## src/inc/ps_config_consts.vh

```
`ifndef PS_CONFIG_CONSTS_VH
`define PS_CONFIG_CONSTS_VH

// system clock rate
`define MCLK_MHZ 100

// power-on reset length
`define T_POR_NS 5000
`define POR_CYC ((`T_POR_NS * `MCLK_MHZ) / 1000)

// own status low pulse: 10 us least, 40 us most, 20 us used
`define T_STATUS_MIN_NS 10000
`define T_STATUS_MAX_NS 40000
`define T_STATUS_NS 20000
`define STATUS_CYC ((`T_STATUS_NS * `MCLK_MHZ) / 1000)

// start-up delay on the internal oscillator: 2 us least, 8 us most
`define T_CD2UM_MIN_NS 2000
`define T_CD2UM_MAX_NS 8000
`define T_CD2UM_NS 5000
`define CD2UM_CYC ((`T_CD2UM_NS * `MCLK_MHZ) / 1000)

// start-up delay on the user clock, in its periods
`define USER_CLK_PERIODS 40

// widths and depths
`define CNT_W 12
`define BYTE_W 8
`define FIFO_DEPTH 4
`define FIFO_AW 2

`endif

```

## src/hw/pin_sync.v

```verilog
`timescale 1ns/1ps
module pin_sync #(
  parameter [0:0] INIT = 1'b1
) (
  // clock and reset
  input wire mclk,
  input wire rst_b,
  // raw pin
  input wire pinIn,
  // filtered level and its edges
  output reg level,
  output reg rise,
  output reg fall
);

  reg s1_q;
  reg s2_q;
  reg s3_q;

  // three stages; only s2 reads s1, a change counts once s2 and s3 agree
  always @(posedge mclk or negedge rst_b) begin
    if (!rst_b) begin
      s1_q <= INIT;
      s2_q <= INIT;
      s3_q <= INIT;
      level <= INIT;
      rise <= 1'b0;
      fall <= 1'b0;
    end else begin
      s1_q <= pinIn;
      s2_q <= s1_q;
      s3_q <= s2_q;
      rise <= (s2_q == s3_q) && s3_q && !level;
      fall <= (s2_q == s3_q) && !s3_q && level;
      if (s2_q == s3_q) begin
        level <= s3_q;
      end
    end
  end

endmodule

```

## src/hw/byte_fifo.v

```verilog
`timescale 1ns/1ps
module byte_fifo #(
  parameter WIDTH = 8,
  parameter DEPTH = 4,
  parameter AW = 2
) (
  // clock and reset
  input wire mclk,
  input wire rst_b,
  input wire clear,
  // fill side
  input wire inValid,
  output wire inReady,
  input wire [WIDTH-1:0] inData,
  // drain side
  output wire outValid,
  input wire outReady,
  output wire [WIDTH-1:0] outData
);

  reg [WIDTH-1:0] mem [0:DEPTH-1];
  reg [AW:0] wrPtr_q;
  reg [AW:0] rdPtr_q;
  wire full;
  wire empty;
  wire doWrite;
  wire doRead;

  // extra pointer bit tells full from empty
  assign empty = (wrPtr_q == rdPtr_q);
  assign full = (wrPtr_q[AW] != rdPtr_q[AW]) && (wrPtr_q[AW-1:0] == rdPtr_q[AW-1:0]);
  assign inReady = !full;
  assign outValid = !empty;
  assign outData = mem[rdPtr_q[AW-1:0]];
  assign doWrite = inValid && !full;
  assign doRead = outReady && !empty;

  // storage has no reset, only the pointers do
  always @(posedge mclk) begin
    if (doWrite) begin
      mem[wrPtr_q[AW-1:0]] <= inData;
    end
  end

  // pointers
  always @(posedge mclk or negedge rst_b) begin
    if (!rst_b) begin
      wrPtr_q <= {(AW+1){1'b0}};
      rdPtr_q <= {(AW+1){1'b0}};
    end else if (clear) begin
      wrPtr_q <= {(AW+1){1'b0}};
      rdPtr_q <= {(AW+1){1'b0}};
    end else begin
      if (doWrite) begin
        wrPtr_q <= wrPtr_q + {{AW{1'b0}}, 1'b1};
      end
      if (doRead) begin
        rdPtr_q <= rdPtr_q + {{AW{1'b0}}, 1'b1};
      end
    end
  end

endmodule

```

## src/hw/ps_config_port.v

```verilog
`timescale 1ns/1ps
`include "ps_config_consts.vh"
module ps_config_port (
  // clock and reset
  input wire mclk,
  input wire rst_b,
  // host configuration pins
  input wire cfgRequestN,
  input wire cfgClockPin,
  input wire serialLoadBit,
  // open-drain status line
  input wire statusIn,
  output reg statusOut,
  output reg statusOe,
  // open-drain configuration-done line
  input wire confDoneIn,
  output reg confDoneOut,
  output reg confDoneOe,
  // chain enables
  input wire chainEnableInN,
  output reg chainEnableOutN,
  // start-up options
  input wire userStartupClock,
  input wire useUserClock,
  input wire cableMode,
  input wire autoRestart,
  // configuration core side
  output reg [`BYTE_W-1:0] loadData,
  output reg loadValid,
  input wire loadReady,
  input wire loadDone,
  input wire loadError,
  // device mode
  output reg userMode,
  output reg ioTristate
);

  ////////////////////////////////////////////////////////////////////////////
  // constants

  localparam [2:0] ST_POR = 3'b000;
  localparam [2:0] ST_RESET = 3'b001;
  localparam [2:0] ST_CONFIG = 3'b010;
  localparam [2:0] ST_ERROR = 3'b011;
  localparam [2:0] ST_HALT = 3'b100;
  localparam [2:0] ST_INIT = 3'b101;
  localparam [2:0] ST_USER = 3'b110;

  // end counts are worked out at integer width first, then cut to the
  // counter width on purpose; every one of them fits in CNT_W bits
  localparam integer POR_END = `POR_CYC - 1;
  localparam integer STATUS_END = `STATUS_CYC - 1;
  localparam integer CD2UM_END = `CD2UM_CYC - 1;
  localparam integer USER_END = `USER_CLK_PERIODS - 1;

  localparam [`CNT_W-1:0] POR_LAST = POR_END[`CNT_W-1:0];
  localparam [`CNT_W-1:0] STATUS_LAST = STATUS_END[`CNT_W-1:0];
  localparam [`CNT_W-1:0] CD2UM_LAST = CD2UM_END[`CNT_W-1:0];
  localparam [`CNT_W-1:0] USER_LAST = USER_END[`CNT_W-1:0];
  localparam [`CNT_W-1:0] CNT_ONE = {{(`CNT_W-1){1'b0}}, 1'b1};

  ////////////////////////////////////////////////////////////////////////////
  // pin synchronisers

  // synchronised levels and edges of the pins
  wire reqLvl;
  wire dclkRise;
  wire dataLvl;
  wire statusLvl;
  wire confDoneLvl;
  wire chainEnLvl;
  wire userClkRise;

  // request line, released high by its pull-up at power-up
  pin_sync #(.INIT(1'b1)) u_syncReq (
    .mclk(mclk), .rst_b(rst_b), .pinIn(cfgRequestN),
    .level(reqLvl), .rise(), .fall()
  );

  // link clock is sampled, only its rising edges matter
  pin_sync #(.INIT(1'b0)) u_syncClk (
    .mclk(mclk), .rst_b(rst_b), .pinIn(cfgClockPin),
    .level(), .rise(dclkRise), .fall()
  );

  // data takes the same delay as the clock so both stay aligned
  pin_sync #(.INIT(1'b0)) u_syncData (
    .mclk(mclk), .rst_b(rst_b), .pinIn(serialLoadBit),
    .level(dataLvl), .rise(), .fall()
  );

  // shared status line, low while anyone holds it
  pin_sync #(.INIT(1'b0)) u_syncStatus (
    .mclk(mclk), .rst_b(rst_b), .pinIn(statusIn),
    .level(statusLvl), .rise(), .fall()
  );

  // shared done line, high only once every device has released it
  pin_sync #(.INIT(1'b0)) u_syncDone (
    .mclk(mclk), .rst_b(rst_b), .pinIn(confDoneIn),
    .level(confDoneLvl), .rise(), .fall()
  );

  // chain enable from the previous device
  pin_sync #(.INIT(1'b1)) u_syncChain (
    .mclk(mclk), .rst_b(rst_b), .pinIn(chainEnableInN),
    .level(chainEnLvl), .rise(), .fall()
  );

  // optional user start-up clock
  pin_sync #(.INIT(1'b0)) u_syncUser (
    .mclk(mclk), .rst_b(rst_b), .pinIn(userStartupClock),
    .level(), .rise(userClkRise), .fall()
  );

  ////////////////////////////////////////////////////////////////////////////
  // state and bit capture registers

  // sequencer state, one shared counter and the bit assembly
  reg [2:0] state_q;
  reg [`CNT_W-1:0] cnt_q;
  reg [`BYTE_W-1:0] shift_q;
  reg [2:0] bitCnt_q;
  reg [`BYTE_W-1:0] pendData_q;
  reg pendValid_q;

  // hand-off nets between capture, holding stage and buffer
  wire pendReady;
  wire fifoValid;
  wire fifoTake;
  wire [`BYTE_W-1:0] fifoData;
  wire capture;
  wire byteDone;
  wire overflow;
  wire userClkSel;
  wire inReset;

  // bits are only taken while loading and while this device is enabled
  assign capture = (state_q == ST_CONFIG) && !chainEnLvl && dclkRise;
  assign byteDone = capture && (bitCnt_q == 3'h7);
  // no handshake exists on the link, so a full path can only be an error
  assign overflow = byteDone && pendValid_q && !pendReady;
  // the cable clears the user clock option, the internal oscillator runs
  assign userClkSel = useUserClock && !cableMode;
  assign inReset = (state_q == ST_POR) || (state_q == ST_RESET);

  ////////////////////////////////////////////////////////////////////////////
  // configuration sequencer

  // normal path is POR, RESET, CONFIG, INIT, USER; the request test sits ahead
  // of the case so a low request forces RESET from every state but POR, and
  // a low shared status wire sends CONFIG or INIT back to RESET as well
  // an own error runs one bounded status pulse in ERROR, then RESET when auto
  // restart may act, HALT otherwise; the cable host always ends up in HALT
  // trade-off: one shared counter serves POR, ERROR and INIT, never two at once
  always @(posedge mclk or negedge rst_b) begin
    if (!rst_b) begin
      state_q <= ST_POR;
      cnt_q <= {`CNT_W{1'b0}};
      statusOe <= 1'b1;
      confDoneOe <= 1'b1;
      chainEnableOutN <= 1'b1;
      userMode <= 1'b0;
      ioTristate <= 1'b1;
    end else if (state_q != ST_POR && !reqLvl) begin
      // request low: pull both lines low and drop back to reset
      state_q <= ST_RESET;
      cnt_q <= {`CNT_W{1'b0}};
      statusOe <= 1'b1;
      confDoneOe <= 1'b1;
      chainEnableOutN <= 1'b1;
      userMode <= 1'b0;
      ioTristate <= 1'b1;
    end else begin
      case (state_q)
        ST_POR: begin
          // hold status low and outputs floating for the power-on time
          statusOe <= 1'b1;
          ioTristate <= 1'b1;
          if (cnt_q == POR_LAST) begin
            cnt_q <= {`CNT_W{1'b0}};
            state_q <= ST_RESET;
          end else begin
            cnt_q <= cnt_q + CNT_ONE;
          end
        end
        ST_RESET: begin
          // request is high here, so let go of status at once
          statusOe <= 1'b0;
          confDoneOe <= 1'b1;
          chainEnableOutN <= 1'b1; // halted chain: next device disabled
          if (statusLvl) begin
            state_q <= ST_CONFIG;
          end
        end
        ST_CONFIG: begin
          if (!statusLvl) begin
            // another device flagged an error on the shared line
            state_q <= ST_RESET;
          end else if (loadError || overflow) begin
            state_q <= ST_ERROR;
            statusOe <= 1'b1;
            cnt_q <= {`CNT_W{1'b0}};
          end else if (loadDone) begin
            state_q <= ST_INIT;
            confDoneOe <= 1'b0;
            chainEnableOutN <= 1'b0;
            cnt_q <= {`CNT_W{1'b0}};
          end
        end
        ST_ERROR: begin
          // bounded low pulse, then restart only if allowed
          if (cnt_q == STATUS_LAST) begin
            statusOe <= 1'b0;
            cnt_q <= {`CNT_W{1'b0}};
            if (autoRestart && !cableMode) begin
              state_q <= ST_RESET;
            end else begin
              state_q <= ST_HALT;
            end
          end else begin
            cnt_q <= cnt_q + CNT_ONE;
          end
        end
        ST_HALT: begin
          // waits for the host to pulse the request line
          statusOe <= 1'b0;
        end
        ST_INIT: begin
          if (!statusLvl) begin
            state_q <= ST_RESET;
          end else if (!confDoneLvl) begin
            // the shared done line is still held by another device
            cnt_q <= {`CNT_W{1'b0}};
          end else if (userClkSel) begin
            if (userClkRise) begin
              if (cnt_q == USER_LAST) begin
                state_q <= ST_USER;
                userMode <= 1'b1;
                ioTristate <= 1'b0;
              end else begin
                cnt_q <= cnt_q + CNT_ONE;
              end
            end
          end else if (cnt_q == CD2UM_LAST) begin
            state_q <= ST_USER;
            userMode <= 1'b1;
            ioTristate <= 1'b0;
          end else begin
            cnt_q <= cnt_q + CNT_ONE;
          end
        end
        ST_USER: begin
          // held until the request line falls
          userMode <= 1'b1;
          ioTristate <= 1'b0;
        end
        default: begin
          // unused codes restart from power-on
          state_q <= ST_POR;
          cnt_q <= {`CNT_W{1'b0}};
        end
      endcase
    end
  end

  // open-drain lines only ever pull low
  // the level seen on the wire comes back through statusIn and confDoneIn
  always @(posedge mclk or negedge rst_b) begin
    if (!rst_b) begin
      statusOut <= 1'b0;
      confDoneOut <= 1'b0;
    end else begin
      statusOut <= 1'b0;
      confDoneOut <= 1'b0;
    end
  end

  ////////////////////////////////////////////////////////////////////////////
  // serial to byte assembly

  // lsb arrives first; anything half-shifted is dropped outside loading
  always @(posedge mclk or negedge rst_b) begin
    if (!rst_b) begin
      shift_q <= {`BYTE_W{1'b0}};
      bitCnt_q <= 3'h0;
    end else if (state_q != ST_CONFIG) begin
      bitCnt_q <= 3'h0;
    end else if (capture) begin
      shift_q <= {dataLvl, shift_q[`BYTE_W-1:1]};
      bitCnt_q <= bitCnt_q + 3'h1;
    end
  end

  // one-byte holding stage; a new byte wins over a hand-off in the same cycle
  always @(posedge mclk or negedge rst_b) begin
    if (!rst_b) begin
      pendData_q <= {`BYTE_W{1'b0}};
      pendValid_q <= 1'b0;
    end else if (inReset) begin
      pendValid_q <= 1'b0;
    end else if (byteDone && !overflow) begin
      pendData_q <= {dataLvl, shift_q[`BYTE_W-1:1]};
      pendValid_q <= 1'b1;
    end else if (pendReady) begin
      pendValid_q <= 1'b0;
    end
  end

  ////////////////////////////////////////////////////////////////////////////
  // data buffer toward the configuration core

  // four bytes of slack cover core stalls; the link itself cannot wait
  byte_fifo #(.WIDTH(`BYTE_W), .DEPTH(`FIFO_DEPTH), .AW(`FIFO_AW)) u_fifo (
    .mclk(mclk),
    .rst_b(rst_b),
    .clear(inReset),
    .inValid(pendValid_q),
    .inReady(pendReady),
    .inData(pendData_q),
    .outValid(fifoValid),
    .outReady(fifoTake),
    .outData(fifoData)
  );

  // registered output stage so the core sees flop outputs only
  assign fifoTake = !loadValid || loadReady;

  always @(posedge mclk or negedge rst_b) begin
    if (!rst_b) begin
      loadData <= {`BYTE_W{1'b0}};
      loadValid <= 1'b0;
    end else if (inReset) begin
      loadValid <= 1'b0;
    end else if (fifoTake) begin
      loadValid <= fifoValid;
      if (fifoValid) begin
        loadData <= fifoData;
      end
    end
  end

endmodule

```

## config.mk

```make
export PLATFORM = sky130hd
export DESIGN_NAME = ps_config_port
export DESIGN_NICKNAME = d
export VERILOG_FILES = /design/src/hw/pin_sync.v /design/src/hw/byte_fifo.v /design/src/hw/ps_config_port.v
export VERILOG_INCLUDE_DIRS = /design/src /design/src/inc
export SDC_FILE = /design/constraint.sdc
export NUM_CORES = 1
export LEC_CHECK = 0
export CORE_AREA = 2 2 94 96
export DETAILED_ROUTE_END_ITERATION = 12
export DIE_AREA = 0 0 96 98
export DONT_BUFFER_PORTS = 1
export GPL_ROUTABILITY_DRIVEN = 0
export GPL_TIMING_DRIVEN = 0
export PLACE_DENSITY = 0.74
export SLEW_MARGIN = 0
export SYNTH_ARGS = -nofsm -noshare
export SYNTH_HDL_FRONTEND = slang
export SYNTH_SLANG_ARGS = --single-unit
```

## constraint.sdc

```tcl
create_clock -name mclk -period 2.75 [get_ports mclk]
set_input_delay 0.1375 -clock mclk [delete_from_list [all_inputs] [get_ports mclk]]
set_output_delay 0.1375 -clock mclk [all_outputs]
set_load 0.02 [all_outputs]
```

# ---- Word-level counts from Yosys, hierarchy flattened
# Memory sizes are Yosys's and may differ from the RTL's. A register that Yosys moved wholly into a read port is not among the register bits.
# Index checks and enable logic that the tools add are counted.
dict set report totals {
  ramBits 32
  mem_count 1
  in_bits 15
  output_inout_bits 16
  regBits 76
}
dict set report op_classes {
  muxes 67
  reduce_logical 51
  n_bitwise 3
  addsub 4
  n_eq_ne 45
}
# memory words width rd rd_ports_with_merged_regs wr line_no
set mem_list {}
lappend mem_list {u_fifo.mem 4 8 1 1 1 byte_fifo.v:21} ;# reg [WIDTH-1:0] mem [0:DEPTH-1];
# op n
set op_table {}
lappend op_table {{$mux 12} 12}
lappend op_table {{$mux 3} 20}
lappend op_table {{$pmux 12 s5} 1}
lappend op_table {{$mux 1} 29}
lappend op_table {{$ne 5x5->1 const B} 5}
lappend op_table {{$pmux 3 s6} 1}
lappend op_table {{$logic_and 1x1->1} 16}
lappend op_table {{$add 12x1->12 const B} 1}
lappend op_table {{$eq 12x11->1 const B} 1}
lappend op_table {{$eq 12x6->1 const B} 1}
lappend op_table {{$eq 12x9->1 const B} 1}
lappend op_table {{$eq 3x3->1 const B} 4}
lappend op_table {{$ne 3x1->1 const B} 4}
lappend op_table {{$ne 3x2->1 const B} 4}
lappend op_table {{$reduce_and 6->1} 2}
lappend op_table {{$logic_not 1->1} 10}
lappend op_table {{$ne 5x4->1 const B} 2}
lappend op_table {{$add 3x1->3 const B} 3}
lappend op_table {{$ne 3x3->1 const B} 3}
lappend op_table {{$reduce_and 9->1} 1}
lappend op_table {{$reduce_bool 3->1} 3}
lappend op_table {{$ne 4x3->1 const B} 2}
lappend op_table {{$ne 4x4->1 const B} 2}
lappend op_table {{$reduce_and 4->1} 2}
lappend op_table {{22 further kinds} 40}

# ---- Depth between registers and ports, before layout
dict set report depth {
  depth_word 11
  mapped_depth 9
  depth_no_buf 8
}

# ---- Hierarchy
# Synthesis repeated with hierarchy kept, for this count alone.
dict set report hier_totals {
  hier_cells 443
  hier_area_um2 5769.3
}
# mod seq_area_each_um2 instances area_each_um2 cells_each
set modules_own_cells {}
lappend modules_own_cells {ps_config_port 1179.9 1 2588.7 246}
lappend modules_own_cells {byte_fifo 1111.1 1 1699.1 106}
lappend modules_own_cells {{pin_sync at u_syncClk ...} 150.1 5 210.2 13}
lappend modules_own_cells {{pin_sync at u_syncChain ...} 155.1 2 215.2 13}

# ---- Worst setup path before layout
# Ideal clock, no wire load.
dict set report synth_path {
  path_type {register to register}
  start {register u_fifo.rdPtr_q[1]}
  end {register cnt_q[9]}
  path_slack_ns 0.621
  required_ns 2.647
  path_stages_with_launch 9
  arrival_time_ns 2.026
  path_buffers 2
  setup_ns 0.103
  synth_period_minus_slack_ns 2.129
  cell_sequence {dfrtp_1 -> buf_6 -> xnor2_1 -> and4_1 -> a21oi_2 -> a211o_1 -> or2_1 -> buf_6 -> o41ai_2}
}
dict set report synth_via {
  elab_chain_len 8
  elab_cells_between_ends 10
}
# element line_no
set synth_rtl {}
lappend synth_rtl {{from (decl)} byte_fifo.v:23} ;# reg [AW:0] rdPtr_q;
lappend synth_rtl {{from (signal assigned)} byte_fifo.v:49} ;# rdPtr_q <= {(AW+1){1'b0}};
lappend synth_rtl {{from (signal assigned)} byte_fifo.v:52} ;# rdPtr_q <= {(AW+1){1'b0}};
lappend synth_rtl {{from (signal assigned)} byte_fifo.v:58} ;# rdPtr_q <= rdPtr_q + {{AW{1'b0}}, 1'b1};
lappend synth_rtl {{$eq 2x2->1 *} byte_fifo.v:31} ;# assign full = (wrPtr_q[AW] != rdPtr_q[AW]) && (wrPtr_q[AW-1:0] == rdPtr_q[AW-1:0]);
lappend synth_rtl {{$logic_and 1x1->1 *} byte_fifo.v:31}
lappend synth_rtl {{$logic_and 1x1->1 *} ps_config_port.v:142} ;# assign overflow = byteDone && pendValid_q && !pendReady;
lappend synth_rtl {{$logic_or 1x1->1 *} ps_config_port.v:200} ;# end else if (loadError || overflow) begin
lappend synth_rtl {{$mux 12} ps_config_port.v:200}
lappend synth_rtl {{$mux 12} ps_config_port.v:197} ;# if (!statusLvl) begin
lappend synth_rtl {{$pmux 12 s5} ps_config_port.v:175} ;# case (state_q)
lappend synth_rtl {{$mux 12} ps_config_port.v:165} ;# end else if (state_q != ST_POR && !reqLvl) begin
lappend synth_rtl {{to (signal assigned)} ps_config_port.v:168} ;# cnt_q <= {`CNT_W{1'b0}};
lappend synth_rtl {{to (signal assigned)} ps_config_port.v:181} ;# cnt_q <= {`CNT_W{1'b0}};
lappend synth_rtl {{to (signal assigned)} ps_config_port.v:203} ;# cnt_q <= {`CNT_W{1'b0}};
lappend synth_rtl {{to (decl)} ps_config_port.v:121} ;# reg [`CNT_W-1:0] cnt_q;
# Every way passes the cells marked *; elsewhere a longest branch is shown, timed or not. The select of a mux whose other input is x is not followed.
# A chain may end at the register's enable or synchronous reset.

# ---- Worst setup path after layout
dict set report layout_path {
  start {register cnt_q[0]}
  end {register cnt_q[5]}
}
dict set report layout_via {
  elab_chain_len 8
  elab_cells_between_ends 17
}
# element line_no
set layout_rtl {}
lappend layout_rtl {{from (signal assigned)} ps_config_port.v:159} ;# cnt_q <= {`CNT_W{1'b0}};
lappend layout_rtl {{from (signal assigned)} ps_config_port.v:168}
lappend layout_rtl {{from (signal assigned)} ps_config_port.v:181}
lappend layout_rtl {{$add 12x1->12} -}
lappend layout_rtl {{$mux 12} ps_config_port.v:237} ;# if (cnt_q == USER_LAST) begin
lappend layout_rtl {{$mux 12} ps_config_port.v:236} ;# if (userClkRise) begin
lappend layout_rtl {{$mux 12} ps_config_port.v:235} ;# end else if (userClkSel) begin
lappend layout_rtl {{$mux 12} ps_config_port.v:232} ;# end else if (!confDoneLvl) begin
lappend layout_rtl {{$mux 12} ps_config_port.v:230} ;# if (!statusLvl) begin
lappend layout_rtl {{$pmux 12 s5} ps_config_port.v:175}
lappend layout_rtl {{$mux 12} ps_config_port.v:165}
# Parallel ways exist; a longest one is shown, timed or not. The select of a mux whose other input is x is not followed.

==> metrics.txt <==
ys flop type=dfrtp_1; cell at the root of the clock tree=clkbuf_8; Final TNS setup=0 ns; Core Util, Final=about 70%; post-route setup slack=~0.29 ns; dpl ws=0.3538 ns; post-synthesis compound-gate area fraction=8.972%; Fin Clk Skew=0.01091 ns; Clock Latency Late Sink=0.53 ns; Crit path arrival time=approximately 2.9 ns; Post-Synth Simple-Gate Area=a little over a tenth; worst slew pin tran=around 0.75 ns; Mapped Cells=365; post-DP HPWL=5212 um; Initial Utilization=about 58%; post-CTS sizing=0; library cells used by synthesis=60; initial antenna violation count=0; max-cap viol count=0; via count=between 3,000 and 4,000; largest family of logic cells by synthesized area=simple AND/OR/NAND/NOR gates; xor and xnor fraction of the mapped netlist area=between 1.5 and 2%; share of layout cells above drive strength 1=about 22%; # port buffers=0; final instance area=slightly below 6000 um2; critical path data required time=around 3.2 ns; CTS Sinks=about 120; crit path max fanout=10; Area after DPL=between 5000 and 6000 um2; Seq cells post-synth=about 120; core footprint=between 8000 and 9000 um2; Via density=between 5 and 6; Worst Hold Class=in -> reg; synthesized area per cell=13.41 um2; worst r2r src=cnt_q[0]; post-synth top area share=around 37%; peak supply drop=between 400 and 500 uV; critical path class=reg -> reg; Mapped Area=4895 um2; minimum clock period=2.464 ns; Final Hold Fails=0; slowest stage delay, CP=around 0.41 ns; Bufs on Longest Clock Path=2; CTS Buf Count=17; Leakage=~2.3 nW; vias in the first global route=about 2,900; GRT Util Overall=~21%; Slew HR=about half; FMAX=a little over 400 MHz; RSZ-0062 raised after global routing=false; wire per inst=~16 um; Flop pwr share=roughly two fifths; Tcrit/Tclk final=between 80 and 90%; die height=between 90 and 100 um; row count=34; Slew Limit Fails=0; largest net degree at the start of global routing=84; Worst Hold Endpoint=state_q[2]; mux contribution to synthesized area=between 10% and 20%; Crit path max-delay family=compound AO/OA/AOI/OAI gates; die area=roughly 9400 um2; gr ovfl total=0; top cells by count, synth=72 x dfrtp_1, 32 x edfxtp_1, 26 x mux2_2; synth warn=0; crit path cell chain=ha_1, and3_1, nand3_1, a211oi_1, clkbuf_1, nor2_1, o21ai_0, o31ai_1; EDFF count, synth=32; H-tree Lvls=4; Worst setup EP type=flip-flop; clock-pin slew on the worst setup and hold paths=approximately 0.06 ns; Hold Crit Depth=4; die width=approximately 96 um; DR DRC count=0; sequential-to-total area share from yosys stat=between 60% and 70%; initial drt markers=200; Pint=about 3.5 mW; Sw Ratio=27.14%; Synth Area in Adders=~3.6%; WP buf/inv=1; Comb pwr share=a little over an eighth; Slowest-stage cell, CP=dfrtp_1; clock network fraction of total power=46.2%; Async S/R FF share, synth=between 70% and 80%; # diodes=0; most frequent cell after synthesis=dfrtp_1; CTS tree=yes; area added between synthesis and finish=18.00%; drt pass-1 iters=5; PwrDens=~830 nW/um2; worst reg2reg endpoint=cnt_q[5]; # nets final=422; sw power=approximately 1.3 mW; R2R setup slack=~0.29 ns; Boundary Pins=31; top cells by area, synth=dfrtp_1 37%, edfxtp_1 20%, mux2_2 6.0%; Worst R2R Path Depth=8; first-pass GRT wire length=14,370 um; DRT Wirelength=around 8500 um; outcome=completed; largest area contributor in the netlist=dfrtp_1; Hold Startpoint=loadError; remaining antenna violation count=0; Worst Setup Start Kind=flip-flop; Setup violations, final=0
==> stage by stage <==
| step | hold WS, ns | std cells | power (mW) |
|---|---|---|---|
| after detailed placement | -0.1563 | 474 | 2.571 |
| after global routing | 0.03733 | 518 | 5.020 |
| after CTS | 0.006717 | 518 | 4.835 |
| final | 0.02484 | 518 | 4.815 |
| after floorplan | -0.1581 | 366 | 2.427 |
| after global placement | -0.1564 | 474 | 2.556 |
==> final cells by class <==
type | count | area [um2]
fillers | 568 | 2690
multi-input cells | 224 | 1714
plain buffers | 17 | 95.09
flip-flops and latches | 115 | 3052
clock inverters | 14 | 176.4
well taps | 108 | 135.1
repair buffers | 12 | 137.6
inverters | 10 | 37.54
clock buffers | 18 | 427.9
==> state kept, by name, summed over array words and instances (netlist names), 3 cells and up <==
name,flops
cnt_q,12
state_q,3
loadData,8
shift_q,7
u_fifo.mem,32
u_fifo.rdPtr_q,3
u_fifo.wrPtr_q,3
pendData_q,8
bitCnt_q,3
==> power by group through the flow <==
| stage | Clock [mW] | Combinational [mW] | Sequential [mW] |
|---|---|---|---|
| after floorplan | 0 | 0.488 | 1.94 |
| after global placement | 0 | 0.601 | 1.96 |
| after detailed placement | 0 | 0.610 | 1.96 |
| after CTS | 2.25 | 0.657 | 1.93 |
| after global routing | 2.34 | 0.739 | 1.94 |
| final | 2.22 | 0.660 | 1.93 |
==> routing by layer <==
| metal | vias to the layer above | GRT usage, % | part of all wire [%] |
|---|---|---|---|
| met4 | 0 | 9.560 | 1.8 |
| met3 | 19 | 6.867 | 5.1 |
| met5 | - | 0 | 0 |
| met1 | 1487 | 27.02 | 45 |
| met2 | 93 | 30.77 | 48 |
| li1 | 1408 | - | - |
==> kinds of logic (layout without fill, tap and decap cells) <==
| family | count (synthesis) | count (layout) |
|---|---|---|
| flops | 115 | 115 |
| simple gates | 95 | 95 |
| compound gates | 67 | 67 |
| mux | 37 | 37 |
| buf+inv | 27 | 71 |
| fa+ha+maj | 15 | 15 |
| xor+xnor | 8 | 8 |
| other cells | 1 | 2 |
==> worst max path at each step <==
stage | from | end | slack, ns | cells after the start
3_3_place_gp | cnt_q[0] | cnt_q[9] | 0.39 | 8
4_1_cts | cnt_q[0] | cnt_q[5] | 0.34 | 8
2_1_floorplan | u_fifo.rdPtr_q[1] | cnt_q[9] | 0.62 | 8
6_report | cnt_q[0] | cnt_q[5] | 0.29 | 8
5_1_grt | cnt_q[0] | cnt_q[8] | 0.09 | 8
3_5_place_dp | u_fifo.rdPtr_q[1] | cnt_q[9] | 0.35 | 8
==> cells in the final DEF (no fill, tap or decap), types with 4 or more instances in the layout <==
master and n:
a21oi_1 10, a31oi_1 4, and2_1 5, and3_1 5, buf_4 4, clkbuf_1 10, clkbuf_16 16, dfrtp_1 72
dfstp_2 11, dlygate4sd3_1 11, edfxtp_1 32, ha_1 10, inv_1 10, inv_6 4, maj3_1 5, mux2_2 26
mux4_2 8, nand2_1 17, nand2b_1 7, nand3_1 8, nand4_1 4, nor2_1 25, nor2b_1 5, o21ai_0 22
o31ai_1 7, xnor2_1 4
==> tightest hold or removal path, delay by kind of cell <==
family             cells  cell delay, ns
AOI/OAI and AO/OA      3            0.30
and+or+nand+nor        1            0.07
==> repair_timing <==
action,CTS,global route
setup buffers,0,0
hold buffers,12,0
endpoints found under the hold margin,93,0
Note: power is estimated with default switching activity, not from simulation.
